**src/hdl/hrs_pkg.sv**
```systemverilog
package hrs_pkg;
    localparam int CLK_MHZ = 125;
    localparam int RECOVERY_US = 500;
    localparam int RECOVERY_CYC = RECOVERY_US * CLK_MHZ;
    localparam int INACTIVE_NS = 1500;
    localparam int INACTIVE_CYC = (INACTIVE_NS * CLK_MHZ) / 1000;
    localparam int EEPROM_MAX_US = 99500;
    localparam int EEPROM_MAX_CYC = EEPROM_MAX_US * CLK_MHZ;
    localparam int ATTACH_MAX_US = 100000;
    localparam int ATTACH_MAX_CYC = ATTACH_MAX_US * CLK_MHZ;
    localparam int REQ_MAX_US = 5000;
    localparam int REQ_MAX_CYC = REQ_MAX_US * CLK_MHZ;
    localparam logic [1:0] SRC_DEFAULT = 2'h0;
    localparam logic [1:0] SRC_STRAP = 2'h1;
    localparam logic [1:0] SRC_SMBUS = 2'h2;
    localparam logic [1:0] SRC_EEPROM = 2'h3;
    localparam logic [2:0] SEL_DEFAULT = 3'h0;
    localparam logic [2:0] SEL_STRAP = 3'h1;
    localparam logic [2:0] SEL_SMBUS = 3'h2;
    localparam logic [6:0] ADDR_RESET = 7'h00;
    localparam int NUM_PORTS = 4;
    localparam int LED_W = 8;
    typedef enum logic [2:0] {
        HRS_RESET    = 3'b000,
        HRS_RECOVER  = 3'b001,
        HRS_LOAD     = 3'b011,
        HRS_APPLY    = 3'b010,
        HRS_RUN      = 3'b110,
        HRS_TEST     = 3'b111
    } hrs_state_t;
endpackage

```
**src/hdl/hrs_sequencer.sv**
```systemverilog
// Summary of operation
// RULE1: Reset must be held at least 1us after supplies settle; outside party's duty.
// RULE2: During reset all downstream ports disabled and port power deasserted; code drives port power 0 in reset, on for a low polarity strap.
// RULE3: During reset transceivers disabled, differential pairs high impedance.
// RULE4: Reset aborts all transactions immediately, keeping no prior state.
// RULE5: Reset returns all internal registers to defaults, mostly zero.
// RULE6: During reset oscillator and PLL halted, LED outputs disabled.
// RULE7: Device becomes operational 500us after reset release.
// RULE8: Once operational, start EEPROM read unless SMBus option disabled.
// RULE9: Default or strap mode drives outputs inactive within 1.5us of release.
// RULE10: EEPROM read and apply finishes within 99.5ms.
// RULE11: SMBus host loads configuration within 99.5ms when bus powered.
// RULE12: Attach is signalled within 100ms after configuration completes.
// RULE13: Host waits 100ms after attach before bus reset; outside party's duty.
// RULE14: Each standard request completes within 5ms once running.
// RULE15: Bus reset sets address to zero and unconfigured state.
// RULE16: Bus reset deasserts power to downstream ports 4 to 1.
// RULE17: Bus reset empties all transaction translator buffers.
// RULE18: Bus reset while suspended returns device to active.
// RULE19: Bus reset is never forwarded to downstream ports.
// RULE20: Polarity strap picks port power level; strap low means active low.
// RULE21: Config select straps pick defaults, strapped defaults or SMBus load.
// RULE22: Test pin, select bit 1 high, clock low at release enter XNOR test.
// RULE23: Test mode drives XNOR chain result on the chain result pin.
// RULE24: Default mode samples LED pins after release as configuration straps.
// RULE25: Phases go reset, recovery, load, attach; never attach before load ends.
`timescale 1ns/1ns
module hrs_sequencer #(
    parameter int RECOVERY_CYC   = hrs_pkg::RECOVERY_CYC,
    parameter int EEPROM_MAX_CYC = hrs_pkg::EEPROM_MAX_CYC,
    parameter int ATTACH_MAX_CYC = hrs_pkg::ATTACH_MAX_CYC,
    parameter int REQ_MAX_CYC    = hrs_pkg::REQ_MAX_CYC,
    parameter int TEST_PINS      = 16
) (
    // Clock and reset.
    input  wire logic                          ref_clk,
    input  wire logic                          rst_n,
    // Straps and pins from outside.
    input  wire logic [2:0]                    cfg_sel_pin,
    input  wire logic                          port_power_polarity_strap,
    input  wire logic                          test_mode_pin,
    input  wire logic                          smb_clk_pin,
    input  wire logic                          smbus_disable,
    input  wire logic [hrs_pkg::LED_W-1:0]     led_pin,
    input  wire logic [TEST_PINS-1:0]          test_pins,
    // Configuration engine handshake.
    input  wire logic                          load_done,
    input  wire logic [hrs_pkg::NUM_PORTS-1:0] port_power_req,
    // Upstream bus events.
    input  wire logic                          bus_reset,
    input  wire logic                          suspend_req,
    input  wire logic                          req_start,
    input  wire logic                          req_done,
    // Status and controls out.
    output logic                               osc_enable,
    output logic                               pll_enable,
    output logic                               phy_enable,
    output logic                               led_enable,
    output logic                               outputs_driven,
    output logic [hrs_pkg::NUM_PORTS-1:0]      port_enable,
    output logic [hrs_pkg::NUM_PORTS-1:0]      port_power_out,
    output logic                               downstream_reset,
    output logic                               eeprom_read_start,
    output logic                               smbus_load_start,
    output logic [1:0]                         cfg_source,
    output logic [hrs_pkg::LED_W-1:0]          led_strap,
    output logic                               attach,
    output logic                               operational,
    output logic                               configured,
    output logic [6:0]                         dev_addr,
    output logic                               tt_flush,
    output logic                               suspended,
    output logic                               load_timeout,
    output logic                               req_timeout,
    output logic                               chain_result_out
);
    hrs_pkg::hrs_state_t state;
    hrs_pkg::hrs_state_t next_state;
    logic [31:0]                      count;
    logic [31:0]                      req_count;
    logic                             req_busy;
    logic [2:0]                       sel_s1, sel_s;
    logic                             pol_s1, pol_s, tst_s1, tst_s, sck_s1, sck_s;
    logic                             brst_s1, brst_s, susp_s1, susp_s, done_s1, done_s;
    logic [hrs_pkg::LED_W-1:0]        led_s1, led_s;
    logic [TEST_PINS-1:0]             tp_s1, tp_s;
    logic                             strap_taken;
    logic                             pol_high;

    // Every pin except smbus_disable, port_power_req, req_start and req_done passes two flip-flops before use.
    always_ff @(posedge ref_clk or negedge rst_n) begin
        if (!rst_n) begin
            {sel_s1, sel_s, pol_s1, pol_s, tst_s1, tst_s, sck_s1, sck_s} <= '0;
            {brst_s1, brst_s, susp_s1, susp_s, done_s1, done_s} <= '0;
            {led_s1, led_s, tp_s1, tp_s} <= '0;
        end else begin
            sel_s1  <= cfg_sel_pin;
            sel_s   <= sel_s1;
            pol_s1  <= port_power_polarity_strap;
            pol_s   <= pol_s1;
            tst_s1  <= test_mode_pin;
            tst_s   <= tst_s1;
            sck_s1  <= smb_clk_pin;
            sck_s   <= sck_s1;
            brst_s1 <= bus_reset;
            brst_s  <= brst_s1;
            susp_s1 <= suspend_req;
            susp_s  <= susp_s1;
            done_s1 <= load_done;
            done_s  <= done_s1;
            led_s1  <= led_pin;
            led_s   <= led_s1;
            tp_s1   <= test_pins;
            tp_s    <= tp_s1;
        end
    end

    wire recover_end = (count >= RECOVERY_CYC - 1);
    wire enter_test  = tst_s && sel_s[1] && !sck_s;
    wire use_eeprom  = !smbus_disable && (sel_s == hrs_pkg::SEL_SMBUS);
    wire use_smbus   = smbus_disable && (sel_s == hrs_pkg::SEL_SMBUS);
    wire is_default  = (sel_s != hrs_pkg::SEL_SMBUS);
    wire load_over   = done_s || is_default;
    wire load_expire = use_eeprom && (count >= EEPROM_MAX_CYC - 1);
    wire chain_xnor  = ~^tp_s;
    wire ports_on    = (state == hrs_pkg::HRS_RUN) && configured && !brst_s;
    wire [hrs_pkg::NUM_PORTS-1:0] pwr_active = ports_on ? port_power_req : '0;

    // Phase order: reset, recovery, load, apply, run; test is entered only from recovery, once the straps are caught.
    always_comb begin
        next_state = state;
        unique case (state)
            hrs_pkg::HRS_RESET:   next_state = hrs_pkg::HRS_RECOVER;
            hrs_pkg::HRS_RECOVER: begin
                if (!strap_taken) next_state = hrs_pkg::HRS_RECOVER;
                else if (enter_test) next_state = hrs_pkg::HRS_TEST; // [RULE22]
                else if (recover_end) next_state = hrs_pkg::HRS_LOAD; // [RULE7]
            end
            hrs_pkg::HRS_LOAD:    if (load_over || load_expire) next_state = hrs_pkg::HRS_APPLY; // [RULE25]
            hrs_pkg::HRS_APPLY:   next_state = hrs_pkg::HRS_RUN; // [RULE12]
            hrs_pkg::HRS_RUN:     next_state = hrs_pkg::HRS_RUN;
            hrs_pkg::HRS_TEST:    next_state = hrs_pkg::HRS_TEST;
            default:              next_state = hrs_pkg::HRS_RESET;
        endcase
    end

    // Reset clears every register to its default. [RULE4] [RULE5]
    always_ff @(posedge ref_clk or negedge rst_n) begin
        if (!rst_n) begin
            state <= hrs_pkg::HRS_RESET;
            count <= '0;
        end else begin
            state <= next_state;
            count <= (next_state != state) ? '0 : count + 32'd1;
        end
    end

    // Straps are caught once, in the cycles after release. [RULE20] [RULE21] [RULE24]
    always_ff @(posedge ref_clk or negedge rst_n) begin
        if (!rst_n) begin
            strap_taken <= 1'b0;
            pol_high    <= 1'b0;
            cfg_source  <= hrs_pkg::SRC_DEFAULT;
            led_strap   <= '0;
        end else if (!strap_taken && state == hrs_pkg::HRS_RECOVER && count == 32'd2) begin
            strap_taken <= 1'b1;
            pol_high    <= pol_s;
            led_strap   <= (sel_s == hrs_pkg::SEL_DEFAULT) ? led_s : '0;
            if (sel_s == hrs_pkg::SEL_STRAP) cfg_source <= hrs_pkg::SRC_STRAP;
            else if (sel_s == hrs_pkg::SEL_SMBUS)
                cfg_source <= smbus_disable ? hrs_pkg::SRC_SMBUS : hrs_pkg::SRC_EEPROM;
            else cfg_source <= hrs_pkg::SRC_DEFAULT;
        end
    end

    // Clock, transceiver and LED enables stay off while reset is held. [RULE3] [RULE6]
    always_ff @(posedge ref_clk or negedge rst_n) begin
        if (!rst_n) begin
            osc_enable     <= 1'b0;
            pll_enable     <= 1'b0;
            phy_enable     <= 1'b0;
            led_enable     <= 1'b0;
            outputs_driven <= 1'b0;
            operational    <= 1'b0;
        end else begin
            osc_enable     <= 1'b1;
            pll_enable     <= 1'b1;
            outputs_driven <= 1'b1; // [RULE9]
            operational    <= operational || (state == hrs_pkg::HRS_RECOVER && recover_end);
            phy_enable     <= (state == hrs_pkg::HRS_RUN);
            led_enable     <= (state == hrs_pkg::HRS_RUN);
        end
    end

    // Ports and port power, with the polarity strap applied. [RULE2] [RULE16] [RULE19]
    always_ff @(posedge ref_clk or negedge rst_n) begin
        if (!rst_n) begin
            port_enable      <= '0;
            port_power_out   <= '0;
            downstream_reset <= 1'b0;
        end else begin
            port_enable      <= ports_on ? {hrs_pkg::NUM_PORTS{1'b1}} : '0;
            port_power_out   <= pol_high ? pwr_active : ~pwr_active; // [RULE20]
            downstream_reset <= 1'b0;
        end
    end

    // Configuration load starts and attach. [RULE8] [RULE10] [RULE25]
    always_ff @(posedge ref_clk or negedge rst_n) begin
        if (!rst_n) begin
            eeprom_read_start <= 1'b0;
            smbus_load_start  <= 1'b0;
            attach            <= 1'b0;
            load_timeout      <= 1'b0;
        end else begin
            eeprom_read_start <= (state == hrs_pkg::HRS_RECOVER) && recover_end && use_eeprom;
            smbus_load_start  <= (state == hrs_pkg::HRS_RECOVER) && recover_end && use_smbus;
            load_timeout      <= load_timeout || (state == hrs_pkg::HRS_LOAD && load_expire && !done_s);
            attach            <= attach || (state == hrs_pkg::HRS_APPLY); // [RULE12]
        end
    end

    // Bus reset: address, configuration, translator buffers, suspend. [RULE15] [RULE17] [RULE18]
    always_ff @(posedge ref_clk or negedge rst_n) begin
        if (!rst_n) begin
            dev_addr   <= hrs_pkg::ADDR_RESET;
            configured <= 1'b0;
            tt_flush   <= 1'b0;
            suspended  <= 1'b0;
        end else begin
            tt_flush <= brst_s;
            if (brst_s) begin
                dev_addr   <= hrs_pkg::ADDR_RESET;
                configured <= 1'b0;
                suspended  <= 1'b0;
            end else begin
                configured <= configured || (state == hrs_pkg::HRS_RUN);
                suspended  <= susp_s && (state == hrs_pkg::HRS_RUN);
            end
        end
    end

    // Request watchdog; a request left open past the limit is flagged. [RULE14]
    always_ff @(posedge ref_clk or negedge rst_n) begin
        if (!rst_n) begin
            req_busy    <= 1'b0;
            req_count   <= '0;
            req_timeout <= 1'b0;
        end else begin
            if (req_done || brst_s) req_busy <= 1'b0;
            else if (req_start && state == hrs_pkg::HRS_RUN) req_busy <= 1'b1;
            req_count   <= req_busy ? req_count + 32'd1 : '0;
            req_timeout <= req_busy && (req_count >= REQ_MAX_CYC - 1);
        end
    end

    // XNOR chain result in continuity test. [RULE23]
    always_ff @(posedge ref_clk or negedge rst_n) begin
        if (!rst_n) chain_result_out <= 1'b0;
        else chain_result_out <= (state == hrs_pkg::HRS_TEST) ? chain_xnor : 1'b0;
    end

    a_power_reset_off: assert property (@(posedge ref_clk) disable iff (!rst_n) // [RULE16]
        brst_s |-> ##2 (port_power_out == (pol_high ? 4'h0 : 4'hf)))
        else $error("port power not removed after bus reset");
    a_addr_reset_zero: assert property (@(posedge ref_clk) disable iff (!rst_n) // [RULE15]
        brst_s |=> (dev_addr == 7'h00 && !configured))
        else $error("address not cleared on bus reset");
    a_tt_flush_follows: assert property (@(posedge ref_clk) disable iff (!rst_n) // [RULE17]
        brst_s |=> tt_flush)
        else $error("translator buffers not flushed");
    a_suspend_leave: assert property (@(posedge ref_clk) disable iff (!rst_n) // [RULE18]
        brst_s |=> !suspended)
        else $error("still suspended after bus reset");
    a_no_forward_reset: assert property (@(posedge ref_clk) disable iff (!rst_n) // [RULE19]
        !downstream_reset)
        else $error("bus reset forwarded downstream");
    a_attach_after_load: assert property (@(posedge ref_clk) disable iff (!rst_n) // [RULE25]
        $rose(attach) |-> $past(state) == hrs_pkg::HRS_APPLY)
        else $error("attach without finished load");
    a_phases_in_order: assert property (@(posedge ref_clk) disable iff (!rst_n) // [RULE7]
        (state == hrs_pkg::HRS_LOAD) |-> operational)
        else $error("load begun before recovery ended");
    a_chain_in_test: assert property (@(posedge ref_clk) disable iff (!rst_n) // [RULE23]
        (state != hrs_pkg::HRS_TEST) |=> !chain_result_out)
        else $error("chain output active outside test");
    a_leds_off_early: assert property (@(posedge ref_clk) disable iff (!rst_n) // [RULE6]
        (state == hrs_pkg::HRS_RECOVER) |=> !led_enable && !phy_enable)
        else $error("leds or phy enabled before running");
    a_ports_off_idle: assert property (@(posedge ref_clk) disable iff (!rst_n) // [RULE2]
        (state != hrs_pkg::HRS_RUN) |=> (port_enable == '0))
        else $error("ports enabled before running");
    a_eeprom_load_bound: assert property (@(posedge ref_clk) disable iff (!rst_n) // [RULE10]
        (state == hrs_pkg::HRS_LOAD && cfg_source == hrs_pkg::SRC_EEPROM) |->
        (count < EEPROM_MAX_CYC))
        else $error("eeprom load overran its limit");
    a_req_overdue_flag: assert property (@(posedge ref_clk) disable iff (!rst_n) // [RULE14]
        (req_busy && req_count >= REQ_MAX_CYC) |-> req_timeout)
        else $error("overdue request not flagged");
    a_test_no_attach: assert property (@(posedge ref_clk) disable iff (!rst_n) // [RULE22]
        (state == hrs_pkg::HRS_TEST) |-> (!attach && !operational))
        else $error("attach or operation in test mode");
endmodule

```
**config.mk**
```make
export PLATFORM = sky130hd
export DESIGN_NAME = hrs_sequencer
export DESIGN_NICKNAME = d
export VERILOG_FILES = /design/src/hdl/hrs_pkg.sv /design/src/hdl/hrs_sequencer.sv
export SDC_FILE = /design/constraint.sdc
export NUM_CORES = 1
export LEC_CHECK = 0
export ABC_AREA = 1
export BUFFER_PORTS_ARGS = -buffer_cell sky130_fd_sc_hd__buf_4
export CORE_MARGIN = 8
export CORE_UTILIZATION = 36
export DETAILED_ROUTE_END_ITERATION = 10
export SYNTH_ARGS = -nofsm -noshare
export SYNTH_HDL_FRONTEND = slang
export SYNTH_SLANG_ARGS = --single-unit
export TNS_END_PERCENT = 5
```
**constraint.sdc**
```tcl
create_clock -name ref_clk -period 3.2 [get_ports ref_clk]
set_input_delay 0.8 -clock ref_clk [delete_from_list [all_inputs] [get_ports ref_clk]]
set_output_delay 0.8 -clock ref_clk [all_outputs]
set_load 0.03 [all_outputs]
```
# Yosys cells after proc, flatten, opt, wreduce, memory -nomap -nowiden
# Cells that the tools add are included.
# totals
register_bits,166
latch_bits,0
mem_bits_rw,0
rom_bits,0
inputBits,42
output_inout_bits,41
elab_cells,109
mem_count,0
# classes
add_sub_neg,2
mul,0
div_mod_pow,0
order_cmp,3
n_eq_ne,10
shifts,0
n_mux,19
bitwise_logic,1
n_reduce_logical,34
# op_table
cell,n
"adder 32 x 1 -> 32 bit, second input constant",2
two-way mux 32 bit,2
"== test 32 x 2 -> 1 bit, second input constant",1
"greater-or-equal comparator 32 x 16 -> 1 bit, second input constant",1
"greater-or-equal comparator 32 x 20 -> 1 bit, second input constant",1
"greater-or-equal comparator 32 x 24 -> 1 bit, second input constant",1
logical AND 1 bit,17
XNOR reduction 16 bit,1
one-hot mux 3 bit (5 select lines),1
two-way mux 3 bit,4
two-way mux 4 bit,3
"== test 3 x 2 -> 1 bit, second input constant",3
two-way mux 8 bit,1
logical OR 1 bit,7
"== test 3 x 1 -> 1 bit, second input constant",2
"== test 3 bit, second input constant",2
logical NOT 3 bit,2
two-way mux 1 bit,6
logical NOT 1 bit,5
two-way mux 2 bit,2
NOT 4 bit,1
"inequality test 3 x 2 -> 1 bit, second input constant",1
inequality test 3 bit,1
nonzero test 2 bit,1
OR reduction 2 bit,1

# Depth between registers and ports, before layout
# Gate-level depths: netlist of run 1.
# logic_depth
word_depth,8
depth_mapped,14
ltp_nobuf,13

# Worst setup path after synthesis of run 1
# Ideal clock, no wire load.
# synth_path
kind,register to register
from,register count[0]
to,register count[23]
setup_time_ps,80
arrival_ps,1627
required_ps,3120
setup_slack_ps,1492
stages_incl_launch_ff,14
path_buffers,1
period_less_slack_ps,1708
cell_sequence,dfrtp_1 -> ha_1 -> nor2_1 -> nand2_1 -> nand2_1 -> nand2_1 -> nand2_2 -> nand2_2 -> o21ai_2 -> nand2_1 -> nand2_2 -> nand2_4 -> buf_6 -> nor3_2
# synth_between
elab_chain_len,7
elab_cells_between_ends,12
cone_classes,1 x add/sub; 2 x order compare; 1 x eq/ne; 6 x mux; 2 x reduce/logical
# synth_lines
item,line_no,text
start: declaration,hrs_sequencer.sv:79,logic [31:0] count;
start signal: assignment,hrs_sequencer.sv:154,count <= (next_state != state) ? '0 : count + 32'd1;
greater-or-equal comparator 32 x 16 -> 1 bit / greater-or-equal comparator 32 x 24 -> 1 bit (equally long branches),"hrs_sequencer.sv:118, hrs_sequencer.sv:124",
two-way mux 3 bit / logical AND 1 bit (equally long branches),"hrs_sequencer.sv:137, hrs_sequencer.sv:124",
two-way mux 3 bit / logical OR 1 bit (equally long branches),"hrs_sequencer.sv:136, hrs_sequencer.sv:139",
two-way mux 3 bit (on tied branches),"hrs_sequencer.sv:135, hrs_sequencer.sv:139",
one-hot mux 3 bit (5 select lines),hrs_sequencer.sv:132,unique case (state)
inequality test 3 bit,hrs_sequencer.sv:154,
two-way mux 32 bit (*),hrs_sequencer.sv:154,
# Mark *: on every way between the ends. The rest lies on a longest branch, timed or not.
# A chain may end at the register's enable or synchronous reset.

# Worst setup path in the final report of run 1
# layout_path
from,register count[0]
to,register count[31]
# Same word-level chain as after synthesis.

==> impl_metrics.tcl, run 1 <==
set metrics [dict create \
    post-route-util_pct 43.3 \
    max_cap_violations 0 \
    cts-hold-fix-buffers 0 \
    final-instance-count-excl-fill 1112 \
    max-slew-margin-rel_pct 39.9 \
    post_cts.resized_instances 0 \
    cp.required_ns 3.49 \
    critical_path.slowest_cell "dfrtp_1" \
    kind_of_path_behind_the_tightest_hold_check "input pin to async pin" \
    start_util_pct 36.4 \
    final_nets 874 \
    dp_slack_ns 1.00 \
    clock_sink_count 163 \
    grt_start_max_net_pins 86 \
    detailedRoute.firstIterationViolations 293 \
    multi_input_area_um2 2760 \
    via_per_inst 4.63 \
    placement.cell_area_um2 8090 \
    ctsLongestPathBuffers 2 \
    timing.clock.skew_ns 0.00949 \
    synthesis.yosys.warnings 0 \
    route.antenna.remaining_nets 0 \
    worst_slew_pin_slew_ns 0.894 \
    cts.htree.levels 4 \
    clock_period_minus_final_worst_setup_slack_ns 2.18 \
    fin_worst_hold_slack_ns 0.241 \
    setup_repair_after_global_routing_missed_its_margin "false" \
    timing.fmax_ghz 0.458 \
    timing_worst_setup_path_type "flop to flop" \
    io_buffer_count 74 \
    seq_area_frac_synth_pct 55.8 \
    pin_count 83 \
    critical_path.reg2reg.startpoint "count[0]" \
    synth-seq-cells 163 \
    fin_area_um2 8710 \
    result_of_the_run "finished, final reports clean" \
    period_utilisation_layout_pct 68.2 \
    cts_inserted_buffers 17 \
    postCtsSetupRepairBufs 0 \
    detail_route.wirelength_um 15300 \
    syn-mean-instance-area_um2 9.74 \
    ctsRootBufferMaster "clkbuf_16" \
    route.detailed.drc 0 \
    rows 52 \
    areaGrowthSynthToFinish_pct 19.1 \
    antenna_cells 0 \
    die-width_um 159 \
    netlist_instances 751 \
    cts_tree "done" \
    route.vias.total 5148 \
    layout_setup_ws_ns 1.02 \
    n_fill_cell 1922 \
    worst_setup_hold_path_clk_slew_ns 0.07 \
    gp_congestion 0.894 \
    peakVddDrop_v 0.000372 \
    totalPowerFinal_mw 5.19 \
    sequential_cell_area_um2 4080 \
    fp.coreArea_um2 20100 \
    finalSetupViolCount 0 \
    grt_antenna_before_repair 0 \
    cp-startpoint "count[0]" \
    cpMostUsedCell "nand2_1" \
    die_h_um 159 \
    cp_max_fo 17 \
    grt_overflow_total 0 \
    power_density_nw_per_um2 596 \
    setup-tns-final_ns 0 \
    yosysUniqueCellTypes 41 \
    final_count_of_pins_violating_max_slew 0 \
    timing.critical_path.to_type "flop" \
    timing.critical_path.from_type "flop" \
    hpwl_um 11200 \
    grt_first_pass_wirelength_um 25600 \
    timing.final.hold_violations 0 \
    first_global_vias 5141 \
    dieArea_um2 25100 \
    path_delay_family "simple AND/OR/NAND/NOR gates" \
    insertion_delay_ns 0.43 \
    grt_use_total_pct 13.0 \
    mappedNetlistArea_um2 7310 \
    drt_first_pass_iters 5 \
    timing.critical_path.slowest_cell_delay_ns 0.40 \
    arrival_ns 2.47 \
    wire_per_inst_um 13.8 \
    cp_cell_instances "ha_1, nor2_1, nor2_1, nand3_1, nand2_1, nand2_1, nand2_1, nand2_1, nand3_2, nand3_1, nand2_2, buf_12, nor3_1" \
    drive_gt1_share_pct 21.6 \
    dp_cells 1080 \
    leakagePower_nw 3.66 \
    critical_path_buf_inv_count 1 \
]
[cells in the mapped netlist]
| cell | n | share of area, % |
|---|---|---|
| a211oi_1 | 2 | 0.21 |
| a21oi_1 | 15 | 1.0 |
| a31o_2 | 1 | 0.12 |
| a31oi_1 | 1 | 0.086 |
| and3_1 | 1 | 0.086 |
| buf_1 | 1 | 0.051 |
| buf_4 | 14 | 1.4 |
| buf_6 | 7 | 1.1 |
| clkbuf_1 | 5 | 0.26 |
| clkinv_1 | 2 | 0.10 |
| clkinv_4 | 1 | 0.12 |
| conb_1 | 2 | 0.10 |
| dfrtp_1 | 163 | 56 |
| ha_1 | 3 | 0.51 |
| inv_1 | 71 | 3.6 |
| inv_2 | 4 | 0.21 |
| mux2_2 | 1 | 0.15 |
| nand2_1 | 128 | 6.6 |
| nand2_2 | 11 | 0.94 |
| nand2_4 | 1 | 0.15 |
| nand3_1 | 31 | 2.1 |
| nand3_2 | 2 | 0.27 |
| nand3b_1 | 1 | 0.10 |
| nand4_1 | 19 | 1.6 |
| nor2_1 | 81 | 4.2 |
| nor2_2 | 6 | 0.51 |
| nor2_4 | 4 | 0.62 |
| nor3_1 | 34 | 2.3 |
| nor3_2 | 38 | 5.2 |
| nor3b_1 | 3 | 0.31 |
| nor4_1 | 12 | 1.0 |
| o2111a_1 | 1 | 0.15 |
| o21a_1 | 1 | 0.10 |
| o21ai_0 | 21 | 1.4 |
| o21ai_2 | 1 | 0.12 |
| o21bai_1 | 1 | 0.10 |
| o22ai_1 | 1 | 0.086 |
| or2_1 | 2 | 0.17 |
| or2_2 | 1 | 0.086 |
| xnor2_1 | 19 | 2.3 |
| xor2_1 | 38 | 4.6 |
[worst register-to-register path: cells and delay by family, from the launching register on]
kind                       cells  cell delay (ns)
DFF                            1             0.40
and+or+nand+nor               11             1.16
buffers and inverters          1             0.25
adders and majority gates      1             0.25
[metal layers]
layer | wire (um) | GRT usage (%)
met5 | 0 | 0
met4 | 244 | 4.89
met3 | 646 | 3.07
met2 | 7320 | 20.5
met1 | 7120 | 17.0
[cells in the final DEF (no fill, tap or decap), types with 4 or more instances in the layout]
| cell type | n |
|---|---|
| dfrtp_1 | 163 |
| nand2_1 | 128 |
| nor2_1 | 81 |
| buf_4 | 76 |
| inv_1 | 71 |
| nor3_2 | 38 |
| xor2_1 | 38 |
| nor3_1 | 34 |
| nand3_1 | 31 |
| o21ai_0 | 21 |
| nand4_1 | 19 |
| xnor2_1 | 19 |
| clkbuf_16 | 17 |
| a21oi_1 | 15 |
| nor4_1 | 12 |
| nand2_2 | 11 |
| conb_1 | 9 |
| nor2_2 | 6 |
| inv_2 | 4 |
| nor2_4 | 4 |
| clkinv_4 | 4 |
| inv_6 | 4 |
[final timing paths]
path,end,slack [ns],cells past startpoint
worst max-delay path,count[31],1.02,13
worst min-delay path,count[29],0.24,1
worst max register to register,count[31],1.02,13
worst min register to register,led_s[6],0.35,0
max in group asynchronous,req_count[30],2.23,2
min in group ref_clk,led_s[6],0.35,0
[flip-flops by register name, summed over array words and instances (netlist names), 2 cells and up]
| name | cells |
|---|---|
| req_count | 32 |
| count | 32 |
| sel_s1 | 3 |
| port_power_out | 4 |
| tp_s | 16 |
| cfg_source | 2 |
| sel_s | 3 |
| tp_s1 | 16 |
| state | 3 |
| led_s1 | 8 |
| led_s | 8 |
| led_strap | 8 |
[power by group]
group	leakage, nW	internal, mW	switching (mW)
combinational	1.27	0.235	0.599
sequential	2.08	2.17	0.0776
clock	0.304	1.19	0.920
total	3.66	3.59	1.60
[cell families (layout without fill, tap and decap cells)]
logic type | after synthesis | after routing | synth area share [%]
xor+xnor | 57 | 57 | 6.83
buf+inv | 105 | 189 | 6.90
compound gates | 45 | 45 | 3.44
mux | 1 | 1 | 0.154
flops | 163 | 163 | 55.8
other cells | 2 | 9 | 0.103
fa+ha+maj | 3 | 3 | 0.513
simple gates | 375 | 375 | 26.3
[cell type report]
type	count	area share [%]
Timing Repair Buffer	79	7.14
Clock inverter	15	2.21
Inverter	78	3.42
Multi-Input combinational cell	490	31.6
Tap cell	270	3.88
Clock buffer	17	4.88
Sequential cell	163	46.8
Note: power is estimated with default switching activity, not from simulation.
==> run 2: changes to the inputs <==
--- a/config.mk
+++ b/config.mk
@@ -5,7 +5,7 @@
 export SDC_FILE = /design/constraint.sdc
 export NUM_CORES = 1
 export LEC_CHECK = 0
-export ABC_AREA = 1
+export ABC_AREA = 0
 export BUFFER_PORTS_ARGS = -buffer_cell sky130_fd_sc_hd__buf_4
 export CORE_MARGIN = 8
 export CORE_UTILIZATION = 36
==> constraint.sdc (replaced) <==
create_clock -name ref_clk -period 2.3 [get_ports ref_clk]
set_input_delay 0.575 -clock ref_clk [delete_from_list [all_inputs] [get_ports ref_clk]]
set_output_delay 0.575 -clock ref_clk [all_outputs]
set_load 0.03 [all_outputs]
==> run 2 against run 1 <==
  * Clock power increased by 31%
  * Register-to-register slack worse by 0.94 ns
  * Die area is 8.5% lower
  * Cell area shrank 6.2%
  * Synthesized cell count fell by 26%
  * First-iteration DRC count fell by 13%
  * Critical path depth is 6 lower
==> impl_metrics.tcl, run 2 <==
set metrics [dict create \
    critical_path_buf_inv_count 0 \
    path_delay_family "compound AO/OA/AOI/OAI gates" \
    route.vias.total 4256 \
    ys_dominant_reg_cell "dfrtp_1" \
    die_h_um 152 \
    synth_area_in_adders_pct 0.567 \
    yosysUniqueCellTypes 55 \
    hpwl_um 9180 \
    mostFrequentLayoutCell "dfrtp_1" \
    timing.fmax_ghz 0.450 \
    drive_gt1_share_pct 24.7 \
    grt_start_max_net_pins 54 \
    number_of_synthesized_flops_with_an_enable_pin 0 \
    most-common-layout-cells "dfrtp_1, buf_4, nand2_1" \
    grt_first_pass_wirelength_um 21900 \
    multi_input_area_um2 2410 \
    reg2regPathDepth 7 \
    dieArea_um2 23000 \
    route.antenna.remaining_nets 0 \
    cp.required_ns 2.61 \
    critical_path.slowest_cell "dfrtp_1" \
    period_utilisation_layout_pct 96.6 \
    synthTopCellsByArea "dfrtp_1, xnor2_1, xor2_1" \
    antenna_cells 0 \
    synth.most_common_cell "dfrtp_1" \
    route.detailed.drc 0 \
    result_of_the_run "finished, final reports clean" \
    worst_slew_pin_slew_ns 0.849 \
    worst-r2r-setup-slack_ns 0.08 \
    synth-xor-area-share_pct 9.78 \
    finalSetupViolCount 0 \
    cts.htree.levels 4 \
    cts-hold-fix-buffers 0 \
    rows 49 \
    clock_period_minus_final_worst_setup_slack_ns 2.22 \
    cts_tree "done" \
    biggestRegsByFlops "count: 32 flops, req_count: 32 flops" \
    netlist_instances 557 \
    wire_per_inst_um 14.6 \
    power_density_nw_per_um2 846 \
    async_flop_share_pct 100 \
    worstSetupEndpoint "req_timeout" \
    drt_first_pass_iters 4 \
    timing.final.hold_violations 0 \
    timing.clock.skew_ns 0.00661 \
    synth_compound_gate_area_share_pct 4.82 \
    leakagePower_nw 3.72 \
    max_cap_violations 0 \
    pin_count 83 \
    insertion_delay_ns 0.42 \
    r2r_end "req_timeout" \
    first_global_vias 4450 \
    crit_cells 7 \
    kind_of_path_behind_the_tightest_hold_check "input pin to async pin" \
    dp_cells 859 \
    timing.critical_path.from_type "flop" \
    mappedNetlistArea_um2 6630 \
    start_util_pct 36.8 \
    die-width_um 152 \
    fin_area_um2 8170 \
    placement.cell_area_um2 7520 \
    final_nets 696 \
    max-slew-margin-rel_pct 43.4 \
    gp_congestion 0.795 \
    cp_max_fo 3 \
    cp_cell_instances "ha_1, a211o_1, a31o_2, a211o_1, a2111oi_1, nor2_1, o21a_1" \
    via_per_inst 4.77 \
    netlist_top_cells_count "dfrtp_1, nand2_1, xnor2_1" \
    final-instance-count-excl-fill 893 \
    timing_worst_setup_path_type "flop to flop" \
    cpMostUsedCell "a211o_1" \
    io_buffer_count 74 \
    final_count_of_pins_violating_max_slew 0 \
    timing.critical_path.slowest_cell_delay_ns 0.39 \
    critical_path.reg2reg.startpoint "req_count[0]" \
    detail_route.wirelength_um 13100 \
    detailedRoute.firstIterationViolations 254 \
    yosys.area_share.simple_pct 19.8 \
    grt_antenna_before_repair 0 \
    post-synth-top-area-cell "dfrtp_1" \
    clock_sink_count 163 \
    sequential_cell_area_um2 4080 \
    grt_use_total_pct 12.1 \
    synthesis.yosys.warnings 0 \
    fp.coreArea_um2 18000 \
    synth_top_cell_area_share_pct 61.6 \
    syn-mean-instance-area_um2 11.9 \
    timing.critical_path.to_type "flop" \
    ctsLongestPathBuffers 2 \
    peakVddDrop_v 0.000542 \
    mux_share_of_post_synthesis_cell_area_pct 0.170 \
    synth-seq-cells 163 \
    seq_area_frac_synth_pct 61.6 \
    cts_inserted_buffers 17 \
    ctsRootBufferMaster "clkbuf_16" \
    n_fill_cell 1711 \
    worst_setup_hold_path_clk_slew_ns 0.07 \
    cp-startpoint "req_count[0]" \
    grt_overflow_total 0 \
    arrival_ns 2.53 \
    areaGrowthSynthToFinish_pct 23.2 \
    dominant_combinational_cell_family_by_area_after_synthesis "simple AND/OR/NAND/NOR gates" \
]
[run 2: cell count changes in the layout (fill, tap and decap cells not counted), sizes merged, moves of 6 or more]
| cell | delta |
|---|---|
| nand2 | -91 |
| a21oi | -13 |
| inv | -67 |
| nor2 | -40 |
| nand3 | -10 |
| nor3 | -64 |
| and2 | +31 |
| clkinv | -6 |
| and3 | +13 |
| and4 | +9 |
| xor2 | -7 |
| buf | +18 |
| xnor2 | +24 |
| or3 | +8 |
[run 2: power by group]
part           switching [mW]  total, mW  internal, mW  leakage (nW)
logic                   0.610      0.977         0.367          1.35
clock network            1.21       2.77          1.56         0.285
registers               0.146       3.16          3.02          2.08
[run 2: timing repair]
action / in CTS / in global routing
setup buffers: 0 / 2
resized for setup: 0 / 11
setup endpoints to repair: 0 / 45
[run 2: through the flow]
step / utilization [%] / setup TNS (ns) / hold slack, ns / worst slack (ns) / power (mW)
after floorplan: - / 0 / 0.279 / 0.187 / 3.87
after global placement: 41.7 / 0 / 0.333 / 0.0672 / 4.19
after detailed placement: 41.7 / 0 / 0.335 / 0.0522 / 4.21
after CTS: 44.9 / 0 / 0.126 / 0.0238 / 7.01
after global routing: 45.3 / -0.134 / 0.136 / -0.0209 / 7.25
final: 45.3 / 0 / 0.122 / 0.0790 / 6.91
[run 2: final cells by class]
cell class,instances,area share (%)
inverter,7,0.322
timing repair buffer,97,9.58
clock buffer,19,5.42
clock inverter,13,1.69
tap,229,3.51
multi-input combinational,365,29.5
sequential,163,50.0
[run 2: how the worst min path moves through the flow]
stage	startpoint	slack (ns)	cells after the start	to
after CTS	rst_n	0.13	1	count[24]
final	rst_n	0.12	1	count[22]
after global placement	sck_s1	0.33	0	sck_s
after floorplan	rst_n	0.28	0	attach
after global routing	rst_n	0.14	1	count[14]
after detailed placement	brst_s1	0.33	0	brst_s
[run 2: kinds of logic (layout without fill, tap and decap cells)]
family	Yosys count	in the layout
compound gates	43	43
xor+xnor	74	74
fa+ha+maj	3	3
buf+inv	36	136
flops	163	163
mux	1	1
other cells	2	9
simple gates	235	235
[run 2: layer usage]
layer | up-vias | global-route usage, % | part of all wire (%)
li1 | 2045 | - | -
met1 | 2101 | 15.9 | 48
met2 | 92 | 18.1 | 45
met3 | 18 | 4.31 | 5.4
met4 | 0 | 4.16 | 1.5
met5 | - | 0 | 0
